===== config.mk =====
export PLATFORM = sky130hd
export DESIGN_NAME = fsr_regs
export DESIGN_NICKNAME = d
export VERILOG_FILES = /design/src/verilog/fsr_pkg.sv /design/src/verilog/fsr_regs.sv
export SDC_FILE = /design/constraint.sdc
export NUM_CORES = 1
export LEC_CHECK = 0
export ABC_AREA = 1
export BUFFER_PORTS_ARGS = -buffer_cell sky130_fd_sc_hd__buf_4
export CAP_MARGIN = 25
export CORE_UTILIZATION = 50
export CTS_BUF_LIST = sky130_fd_sc_hd__clkbuf_16
export DETAILED_ROUTE_END_ITERATION = 7
export PLACE_DENSITY = 0.83
export SYNTH_ARGS = -nofsm -noshare
export SYNTH_HDL_FRONTEND = slang
export SYNTH_SLANG_ARGS = --single-unit

===== constraint.sdc =====
create_clock -name clk_i -period 3.5 [get_ports clk_i]
set_input_delay 0.35 -clock clk_i [delete_from_list [all_inputs] [get_ports clk_i]]
set_output_delay 0.35 -clock clk_i [all_outputs]
set_load 0.005 [all_outputs]

===== src/verilog/fsr_pkg.sv =====
// Constants, types and state layout of the floppy status and output register bank.
// Assumes a 32-bit classic Wishbone slave port and a 40 MHz single clock.
// Overview of operation
// - Full mode: status A bit 0 is step direction, bit 3 is head side.
// - Full mode: status A bits 1, 2, 4 show write protect, index, track zero low.
// - Full mode: status A bit 7 is interrupt, bit 5 live step, bit 6 one.
// - Legacy mode: direction and head inverted; protect, index, track zero active high.
// - Legacy mode: status A bit 5 latches step; input-register read or resets clear it.
// - Legacy mode: bit 6 DMA request, bit 7 interrupt; bits 3, 0 reset high.
// - Full mode: status B bit 0 is motor 0; bits 0, 1 zero after reset.
// - Full mode: status B bit 2 is live write gate; bits 6, 7 read one.
// - Full mode: status B bits 3, 4 toggle on read and write data inactive edges.
// - Full mode: status B bit 5 mirrors output register drive select bit 0.
// - Legacy mode: status B latches write gate, read data, write data edges.
// - Legacy mode: status B bit 5 is drive select 0 low; bits 0, 1, 6 one.
// - Output register writable anytime; cleared by hardware reset, kept through soft reset.
// - Output register bit 2 at zero holds the controller in reset.
// - Soft reset lasts at least 100 ns; two back-to-back writes suffice.
// - Bit 3 gates DMA and interrupt in basic and legacy modes; always on in full.
// - Motor 0 output is the inverse of bit 4, ignoring drive select.
// - Drive select 0 low only when bit 4 is one and bits 1, 0 zero.
// - Tape select holds two bits, kept through soft reset; upper bits read empty.
package fsr_pkg;
    localparam int WB_ADR_W = 12;
    localparam int WB_DAT_W = 32;
    localparam logic [9:0] IDX_STATUS_A = 10'h3f0;
    localparam logic [9:0] IDX_STATUS_B = 10'h3f1;
    localparam logic [9:0] IDX_DRV_OUT = 10'h3f2;
    localparam logic [9:0] IDX_TAPE_SEL = 10'h3f3;
    localparam logic [7:0] DRV_OUT_RST = 8'h00;
    localparam logic [1:0] TAPE_SEL_RST = 2'h0;
    localparam int DOR_SEL0 = 0;
    localparam int DOR_SEL1 = 1;
    localparam int DOR_RESET_N = 2;
    localparam int DOR_DMA_EN = 3;
    localparam int DOR_MOTOR0 = 4;
    localparam int SYN_WP = 0;
    localparam int SYN_INDEX = 1;
    localparam int SYN_TRACK_ZERO_IN = 2;
    localparam int SYN_RDATA = 3;
    localparam int CLK_PERIOD_NS = 25;
    localparam int SRST_MIN_NS = 100;
    localparam logic [2:0] SRST_CYC = 3'((SRST_MIN_NS + CLK_PERIOD_NS - 1) / CLK_PERIOD_NS);

    typedef enum logic [1:0]
    {
        MODE_BASIC = 2'b00,
        MODE_FULL = 2'b01,
        MODE_LEGACY = 2'b10
    } fsr_mode_t;

    typedef struct packed
    {
        logic [7:0] drive_output_control;
        logic [1:0] tape_select;
        logic [2:0] rst_cnt;
        logic [3:0] sync1;
        logic [3:0] sync2;
        logic rd_prev;
        logic wd_prev;
        logic wg_prev;
        logic step_prev;
        logic rd_tgl;
        logic wd_tgl;
        logic step_ff;
        logic wg_ff;
        logic rd_ff;
        logic wd_ff;
        logic ack;
        logic [7:0] dat;
    } fsr_state_t;
endpackage


===== src/verilog/fsr_regs.sv =====
// Floppy status A/B, drive output control and tape select registers behind a Wishbone slave.
// Assumes core signals arrive on clk_i; drive pins are asynchronous and are synchronised here.
`timescale 1ns/10ps
module fsr_regs
(
    input wire logic clk_i,
    input wire logic rst_i,
    input wire fsr_pkg::fsr_mode_t mode_i,
    input wire logic wb_cyc_i,
    input wire logic wb_stb_i,
    input wire logic wb_we_i,
    input wire logic [fsr_pkg::WB_ADR_W-1:0] wb_adr_i,
    input wire logic [3:0] wb_sel_i,
    input wire logic [fsr_pkg::WB_DAT_W-1:0] wb_dat_i,
    output logic [fsr_pkg::WB_DAT_W-1:0] wb_dat_o,
    output logic wb_ack_o,
    input wire logic write_protect_n_i,
    input wire logic index_n_i,
    input wire logic track_zero_in_n_i,
    input wire logic read_data_n_i,
    input wire logic step_dir_in_i,
    input wire logic head_side_select_i,
    input wire logic step_i,
    input wire logic write_gate_i,
    input wire logic write_data_i,
    input wire logic fdc_irq_i,
    input wire logic dma_req_i,
    input wire logic din_reg_read_i,
    output logic motor0_out_n_o,
    output logic drive0_select_n_o,
    output logic ctrl_reset_o,
    output logic dma_irq_enable_o,
    output logic [1:0] tape_select_o
);
    import fsr_pkg::*;

    fsr_state_t s_reg;
    fsr_state_t s_next;
    logic soft_rst;
    logic req;
    logic [9:0] idx;
    logic [7:0] stat_a;
    logic [7:0] stat_b;
    logic rd_inact;
    logic wd_inact;
    logic wg_rise;
    logic step_rise;
    logic full_md;
    logic legacy_md;
    logic basic_md;

    always_comb
    begin
        full_md = 1'b0;
        legacy_md = 1'b0;
        basic_md = 1'b0;
        unique case (mode_i)
            MODE_FULL: full_md = 1'b1;
            MODE_LEGACY: legacy_md = 1'b1;
            MODE_BASIC: basic_md = 1'b1;
            default: basic_md = 1'b1;
        endcase
    end

    // The stretch counter keeps a one-write pulse of the reset bit long enough for the core.
    assign soft_rst = !s_reg.drive_output_control[DOR_RESET_N] || (s_reg.rst_cnt != 3'h0);
    assign ctrl_reset_o = soft_rst;
    assign motor0_out_n_o = !s_reg.drive_output_control[DOR_MOTOR0];
    assign drive0_select_n_o = !(s_reg.drive_output_control[DOR_MOTOR0] && !s_reg.drive_output_control[DOR_SEL1] && !s_reg.drive_output_control[DOR_SEL0]);
    assign dma_irq_enable_o = full_md || s_reg.drive_output_control[DOR_DMA_EN];
    assign tape_select_o = s_reg.tape_select;
    assign wb_ack_o = s_reg.ack;
    assign wb_dat_o = {24'h00_0000, s_reg.dat};

    assign req = wb_cyc_i && wb_stb_i;
    assign idx = wb_adr_i[WB_ADR_W-1:2];

    // The read data edge comes from the second synchroniser stage against a third held copy; the other edges compare the raw input against a registered copy.
    assign rd_inact = s_reg.sync2[SYN_RDATA] && !s_reg.rd_prev;
    assign wd_inact = !write_data_i && s_reg.wd_prev;
    assign wg_rise = write_gate_i && !s_reg.wg_prev;
    assign step_rise = step_i && !s_reg.step_prev;

    always_comb
    begin
        stat_a = 8'h00;
        stat_b = 8'h00;
        if (legacy_md)
        begin
            stat_a[0] = !step_dir_in_i;
            stat_a[1] = !s_reg.sync2[SYN_WP];
            stat_a[2] = !s_reg.sync2[SYN_INDEX];
            stat_a[3] = !head_side_select_i;
            stat_a[4] = !s_reg.sync2[SYN_TRACK_ZERO_IN];
            stat_a[5] = s_reg.step_ff;
            stat_a[6] = dma_req_i;
            stat_a[7] = fdc_irq_i;
            stat_b[0] = 1'b1;
            stat_b[1] = 1'b1;
            stat_b[2] = s_reg.wg_ff;
            stat_b[3] = s_reg.rd_ff;
            stat_b[4] = s_reg.wd_ff;
            stat_b[5] = drive0_select_n_o;
            stat_b[6] = 1'b1;
            stat_b[7] = 1'b1;
        end
        else
        begin
            stat_a[0] = step_dir_in_i;
            stat_a[1] = s_reg.sync2[SYN_WP];
            stat_a[2] = s_reg.sync2[SYN_INDEX];
            stat_a[3] = head_side_select_i;
            stat_a[4] = s_reg.sync2[SYN_TRACK_ZERO_IN];
            stat_a[5] = step_i;
            stat_a[6] = 1'b1;
            stat_a[7] = fdc_irq_i;
            stat_b[0] = s_reg.drive_output_control[DOR_MOTOR0];
            stat_b[1] = 1'b0;
            stat_b[2] = write_gate_i;
            stat_b[3] = s_reg.rd_tgl;
            stat_b[4] = s_reg.wd_tgl;
            stat_b[5] = s_reg.drive_output_control[DOR_SEL0];
            stat_b[6] = 1'b1;
            stat_b[7] = 1'b1;
        end
    end

    always_comb
    begin
        s_next = s_reg;
        s_next.sync1 = {read_data_n_i, track_zero_in_n_i, index_n_i, write_protect_n_i};
        s_next.sync2 = s_reg.sync1;
        s_next.rd_prev = s_reg.sync2[SYN_RDATA];
        s_next.wd_prev = write_data_i;
        s_next.wg_prev = write_gate_i;
        s_next.step_prev = step_i;

        if (!s_reg.drive_output_control[DOR_RESET_N])
        begin
            s_next.rst_cnt = SRST_CYC;
        end
        else if (s_reg.rst_cnt != 3'h0)
        begin
            s_next.rst_cnt = s_reg.rst_cnt - 3'h1;
        end

        if (rd_inact)
        begin
            s_next.rd_tgl = !s_reg.rd_tgl;
        end
        if (wd_inact)
        begin
            s_next.wd_tgl = !s_reg.wd_tgl;
        end

        // Clears come first so that an edge in the same cycle still sets the latch.
        if (din_reg_read_i)
        begin
            s_next.wg_ff = 1'b0;
            s_next.rd_ff = 1'b0;
            s_next.wd_ff = 1'b0;
        end
        if (din_reg_read_i || soft_rst)
        begin
            s_next.step_ff = 1'b0;
        end
        if (step_rise)
        begin
            s_next.step_ff = 1'b1;
        end
        if (wg_rise)
        begin
            s_next.wg_ff = 1'b1;
        end
        if (rd_inact)
        begin
            s_next.rd_ff = 1'b1;
        end
        if (wd_inact)
        begin
            s_next.wd_ff = 1'b1;
        end

        // Registered ack costs a cycle but keeps the bus path short.
        s_next.ack = req && !s_reg.ack;
        if (req && !s_reg.ack && !wb_we_i)
        begin
            s_next.dat = 8'h00;
            unique case (idx)
                IDX_STATUS_A: s_next.dat = basic_md ? 8'h00 : stat_a;
                IDX_STATUS_B: s_next.dat = basic_md ? 8'h00 : stat_b;
                IDX_DRV_OUT: s_next.dat = s_reg.drive_output_control;
                IDX_TAPE_SEL: s_next.dat = {6'h00, s_reg.tape_select};
                default: s_next.dat = 8'h00;
            endcase
        end
        if (req && s_reg.ack && wb_we_i && wb_sel_i[0])
        begin
            if (idx == IDX_DRV_OUT)
            begin
                s_next.drive_output_control = wb_dat_i[7:0];
            end
            if (idx == IDX_TAPE_SEL)
            begin
                s_next.tape_select = wb_dat_i[1:0];
            end
        end
    end

    always_ff @(posedge clk_i)
    begin
        if (rst_i)
        begin
            s_reg <= '0;
            s_reg.drive_output_control <= DRV_OUT_RST;
            s_reg.tape_select <= TAPE_SEL_RST;
            s_reg.rst_cnt <= SRST_CYC;
            s_reg.sync1 <= 4'hf;
            s_reg.sync2 <= 4'hf;
            s_reg.rd_prev <= 1'b1;
        end
        else
        begin
            s_reg <= s_next;
        end
    end
endmodule // fsr_regs


==> reports/qor.yml, run 1 <==
clocking:
  post_cts_buffers: 0
  cts_resized: 0
  cts_buffer_depth: 2
  clock-sinks: 40
  htree_levels: 2
  cts_tree: "done"
  root_buffer: "clkbuf_16"
  clk_latency_ns: 0.28
  numCtsBuffers: 5
  hold_buffers: 0
  path_clk_slew_ns: 0.05
flow_run:
  drv_cap: 0
worst_setup_path:
  critPathLaunchType: "register"
  cpPeakStageDelay_ns: 0.32
  cp.required_ns: 3.15
  cp_slowest_cell: "dfxtp_1"
  worstPathArrival_ns: 1.37
  r2r_slack_ns: 2.19
  critPathMostFrequentCell: "inv_1"
  cp-end-kind: "primary output"
  cp_max_fo: 5
  path_cells: "inv_1 -> ha_1 -> inv_1 -> nor2_1 -> inv_1 -> nor2_1 -> inv_1 -> buf_4"
  criticalPathCategory: "register to primary output"
global_routing:
  overflow: 0
  grt_start_max_net_pins: 25
  antenna_found_initial: 0
  gr-usage-all-layers_pct: 19.3
  grt_pass1_wl_um: 7450
  grt_pass1_vias: 1797
route:
  drtPass1Iterations: 4
  wl_um: 4520
  drtIter0Drc: 85
  drtAntennaViolNets: 0
  wire_per_inst_um: 11.2
  via_per_inst: 4.97
  vias: 2004
  drc: 0
layout:
  final_area_um2: 2670
  stdcell_count: 403
  antenna_cells: 0
  multi_input_area_um2: 1140
  largest_reg_flops: 24
  finish.utilization_pct: 60.9
  nFillCells: 412
  layout.nets: 422
  area_growth_pct: 16.8
  seqCellArea_um2: 801
  drive_gt1_share_pct: 28.8
hold_path:
  hold_class: "input pin to register"
run_status:
  outcome: "finished clean"
place:
  place_inst: 395
  numPortBuffers: 52
  dpl_cell_area_um2: 2530
  place.gp.congestion: 0.904
  pre_cts_ws_ns: 1.68
  dp_hpwl_um: 3400
floorplanning:
  ios: 106
  start_util_pct: 52.1
  std_cell_rows: 24
  die_area_um2: 4850
  core_um2: 4380
  dieWidth_um: 69.6
  die_h_um: 69.6
yosys:
  ys.warnings.count: 0
  yosysSeqAreaShare_pct: 35.0
  synth.top_cell.area_share_pct: 35.0
  syn_avg_cell_area_um2: 7.40
  syn_area_um2: 2290
  synth_top_cell_by_area: "dfxtp_1"
  ys_types: 33
  yosys_register_bits: 40
  syn_inst: 309
  netlist_top_cells_area: "dfxtp_1, buf_4, nand2_1, nand3_1, nor2_1"
sta:
  relSlewSlack_pct: 66.0
  clock_skew_ns: 0.00396
  hold_slack_ns: 0.253
  fmax_mhz: 581
  tightest_slew_ns: 0.509
  tns_ns: 0
  hold_viol: 0
  setup_violations: 0
  drv_slew: 0
  finalCritPeriodShare_pct: 49.2
  rsz0062_at_grt: "no"
  worst_slack_ns: 1.78
  fin_crit_ns: 1.72
power_and_ir_drop:
  power_mw: 1.00
  ir_worst_vdd_uv: 303
  p_per_area_nw_per_um2: 376
  p_leak_nw: 1.30
power by group:
group          switching, mW  internal [mW]  leakage, nW
combinational         0.0640         0.0493        0.903
sequential           0.00445          0.466        0.326
clock                  0.163          0.256       0.0738
critical path, delay by kind of cell, from the launching register on:
family	cells	cell delay, ns
simple gates	2	0.23
fa+ha+maj	1	0.14
buf+inv	5	0.42
flops	1	0.32
metal layers:
metal / share of wire (%) / track usage, %
met5: 0 / 0
met4: 2.4 / 7.78
met3: 7.5 / 5.96
met2: 49 / 33.9
met1: 41 / 21.7
final cells by class:
cell class,count,area share (%)
sequential,40,30.0
multi-input combinational,215,42.7
inverter,36,5.11
tap,52,2.44
timing repair buffer,52,14.6
clock inverter,3,0.422
clock buffer,5,4.69
cells in the mapped netlist:
cell type  number
o31ai_1         1
buf_6           1
a21oi_1        14
ha_1            5
o21ai_0        14
inv_2           8
nand2_1        56
or2_2           9
o22ai_1         1
nand3_1        24
buf_1           1
o211ai_1        1
buf_2           1
inv_1          27
dfxtp_1        40
nor2_2          3
nor3_4          1
nand2_4         2
xor2_1          2
a21oi_2         8
o21ai_2         2
nand4_1         4
clkinv_2        1
o21ai_1         3
clkbuf_1        3
nor2_4          5
nand2_2         2
nor3_1          2
buf_4          35
conb_1          1
nand3_2         1
nor2_1         29
nor2_8          2
logic make-up (layout without fill, tap and decap cells):
| logic type | Yosys count | in the layout | synth area share, % |
|---|---|---|---|
| AO/OA/AOI/OAI | 44 | 44 | 11.5 |
| XOR/XNOR | 2 | 2 | 0.766 |
| adder cells (fa/ha/maj) | 5 | 5 | 2.74 |
| buffers and inverters | 77 | 96 | 18.8 |
| flip-flops | 40 | 40 | 35.0 |
| other | 1 | 24 | 0.164 |
| AND/OR/NAND/NOR | 140 | 140 | 30.9 |
placed cells by master, fill, tap and decap left out, types with 8 or more instances in the layout:
master / n
or2_2: 9
nor2_1: 29
a21oi_1: 14
conb_1: 24
o21ai_0: 14
nand2_1: 56
dfxtp_1: 40
nand3_1: 24
inv_1: 29
a21oi_2: 8
inv_2: 8
buf_4: 52
path summary, 6_finish.rpt:
check                                            start                     end  cells after the start
worst min-delay path                 write_protect_n_i   s_next[19]$_SDFF_PP1_                      2
worst max-delay path            s_reg[27]$_SDFFE_PP0P_            ctrl_reset_o                      8
worst min register to register   s_next[21]$_SDFF_PP1_    s_reg[21]$_SDFF_PP1_                      1
worst max register to register     wb_ack_o$_SDFF_PP0_  s_reg[33]$_SDFFE_PP0P_                      5
No activity file was read; power rests on OpenSTA's default activity.
==> inputs of run 2 (changes only) <==
--- a/config.mk
+++ b/config.mk
@@ -8,10 +8,10 @@
 export ABC_AREA = 1
 export BUFFER_PORTS_ARGS = -buffer_cell sky130_fd_sc_hd__buf_4
 export CAP_MARGIN = 25
-export CORE_UTILIZATION = 50
+export CORE_UTILIZATION = 47
 export CTS_BUF_LIST = sky130_fd_sc_hd__clkbuf_16
 export DETAILED_ROUTE_END_ITERATION = 7
-export PLACE_DENSITY = 0.83
+export PLACE_DENSITY = 0.78
 export SYNTH_ARGS = -nofsm -noshare
 export SYNTH_HDL_FRONTEND = slang
 export SYNTH_SLANG_ARGS = --single-unit
==> constraint.sdc (replaced) <==
create_clock -name clk_i -period 1.7 [get_ports clk_i]
set_input_delay 0.17 -clock clk_i [delete_from_list [all_inputs] [get_ports clk_i]]
set_output_delay 0.17 -clock clk_i [all_outputs]
set_load 0.005 [all_outputs]
==> reports/qor.yml, run 2 (same netlist as run 1, synthesis figures left out) <==
run_status:
  outcome: "finished clean"
global_routing:
  overflow: 0  # unchanged
  gr-usage-all-layers_pct: 19.3  # +0.023 points
  grt_pass1_vias: 1840  # +2.4%
  grt_start_max_net_pins: 24  # -4.0%
  grt_pass1_wl_um: 7730  # +3.8%
  antenna_found_initial: 0  # unchanged
sta:
  relSlewSlack_pct: 66.6  # +0.51 points
  fin_crit_ns: 1.55
  finalCritPeriodShare_pct: 91.3
  clock_skew_ns: 0.00458  # +0.000614 ns
  hold_viol: 0  # unchanged
  rsz0062_at_grt: "no"
  fmax_mhz: 644
  tightest_slew_ns: 0.501  # -0.00771 ns
  setup_violations: 0  # unchanged
  drv_slew: 0  # unchanged
  tns_ns: 0  # unchanged
clocking:
  root_buffer: "clkbuf_16"
  cts_buffer_depth: 2  # unchanged
  post_cts_buffers: 0  # unchanged
  hold_buffers: 0  # unchanged
  htree_levels: 2  # unchanged
  cts_resized: 0  # unchanged
  path_clk_slew_ns: 0.06  # about the same
  clock-sinks: 40  # unchanged
  numCtsBuffers: 5  # unchanged
  clk_latency_ns: 0.29  # about the same
  cts_tree: "done"
worst_setup_path:
  critPathLaunchType: "register"
  cpPeakStageDelay_ns: 0.32  # about the same
  path_cells: "inv_1 -> ha_1 -> inv_1 -> nor2_1 -> inv_1 -> nor2_1 -> inv_1 -> buf_4"
  cp_slowest_cell: "dfxtp_1"
  crit_start: "s_reg[27]$_SDFFE_PP0P_"
  criticalPathCategory: "register to primary output"
  critPathMostFrequentCell: "inv_1"
  r2r_start: "wb_ack_o$_SDFF_PP0_"
  cp-end-kind: "primary output"
  worstPathArrival_ns: 1.38  # about the same
  cp_max_fo: 5  # unchanged
  cp.required_ns: 1.53  # -1.62 ns
  reg2regPathDepth: 5  # unchanged
route:
  drtAntennaViolNets: 0  # unchanged
  drtIter0Drc: 134  # +58%
  drtPass1Iterations: 4  # unchanged
  vias: 1959  # -2.2%
  drc: 0  # unchanged
  wl_um: 4500  # -0.44%
  via_per_inst: 4.80  # -3.4%
  wire_per_inst_um: 11.0  # -1.7%
place:
  dp_hpwl_um: 3460  # +1.7%
  place_inst: 400  # +1.3%
  numPortBuffers: 52  # unchanged
  place.gp.congestion: 0.847  # -6.3%
layout:
  drive_gt1_share_pct: 30.2  # +1.5 points
  largest_reg_flops: 24  # unchanged
  layout_common_cells: "nand2_1, buf_4, dfxtp_1, nor2_1, inv_1"
  final_common_cell: "nand2_1"
  layout.nets: 425  # +0.71%
  finish.utilization_pct: 58.2  # -2.7 points
  stdcell_count: 408  # +1.2%
  antenna_cells: 0  # unchanged
  nFillCells: 455  # +10%
  area_growth_pct: 19.4
power_and_ir_drop:
  ir_worst_vdd_uv: 554  # +83%
  p_per_area_nw_per_um2: 844  # +120%
  p_leak_nw: 1.32  # +1.6%
  power_mw: 2.31  # +130%
floorplanning:
  ios: 106  # unchanged
  core_um2: 4690  # +7.0%
  start_util_pct: 48.7  # -3.4 points
  dieWidth_um: 71.7  # +3.1%
  die_area_um2: 5150  # +6.2%
  std_cell_rows: 25  # +4.2%
  die_h_um: 71.7  # +3.1%
hold_path:
  worstHoldStart: "write_protect_n_i"
  hold_class: "input pin to register"
  hold_depth: 2  # unchanged
flow_run:
  drv_cap: 0  # unchanged
run 2: report_power, final:
part | switching (mW) | internal [mW]
sequential | 0.00927 | 0.959
combinational | 0.131 | 0.106
clock | 0.402 | 0.697
run 2: layout make-up:
type | instances | area, um^2 | share of cell area (%)
tap | 54 | 67.6 | 2.47
timing repair buffer | 55 | 413 | 15.1
inverter | 36 | 136 | 5.00
multi-input combinational | 215 | 1140 | 41.8
sequential | 40 | 801 | 29.3
clock inverter | 3 | 46.3 | 1.70
clock buffer | 5 | 125 | 4.58
run 2: final timing paths:
path                                          endpoint  slack, ns
worst max-delay path                      ctrl_reset_o       0.15
worst min-delay path             s_next[19]$_SDFF_PP1_       0.06
worst max register to register  s_reg[39]$_SDFFE_PP0P_       0.38
worst min register to register    s_reg[19]$_SDFF_PP1_       0.41
run 2: worst max-delay path, delay by kind of cell (launching register included):
family	cells	cell delay [ns]
buffers and inverters	5	0.42
flip-flops	1	0.32
AND/OR/NAND/NOR	2	0.23
adder cells (fa/ha/maj)	1	0.14
run 2: through the flow:
stage	hold slack, ns	worst slack (ns)	cell area (um^2)
floorplan	0.274	0.379	2370
global placement	0.355	0.243	2560
detailed placement	0.357	0.167	2560
CTS	0.0591	0.131	2730
global route	0.0584	0.0290	2730
finish	0.0608	0.147	2730
run 2: routing by layer:
metal	GRT usage, %	share of wire, %	vias to the layer above
li1	-	-	1004
met3	5.20	5.8	11
met2	32.5	48	69
met5	0	0	-
met4	9.80	3.0	0
met1	22.7	43	875
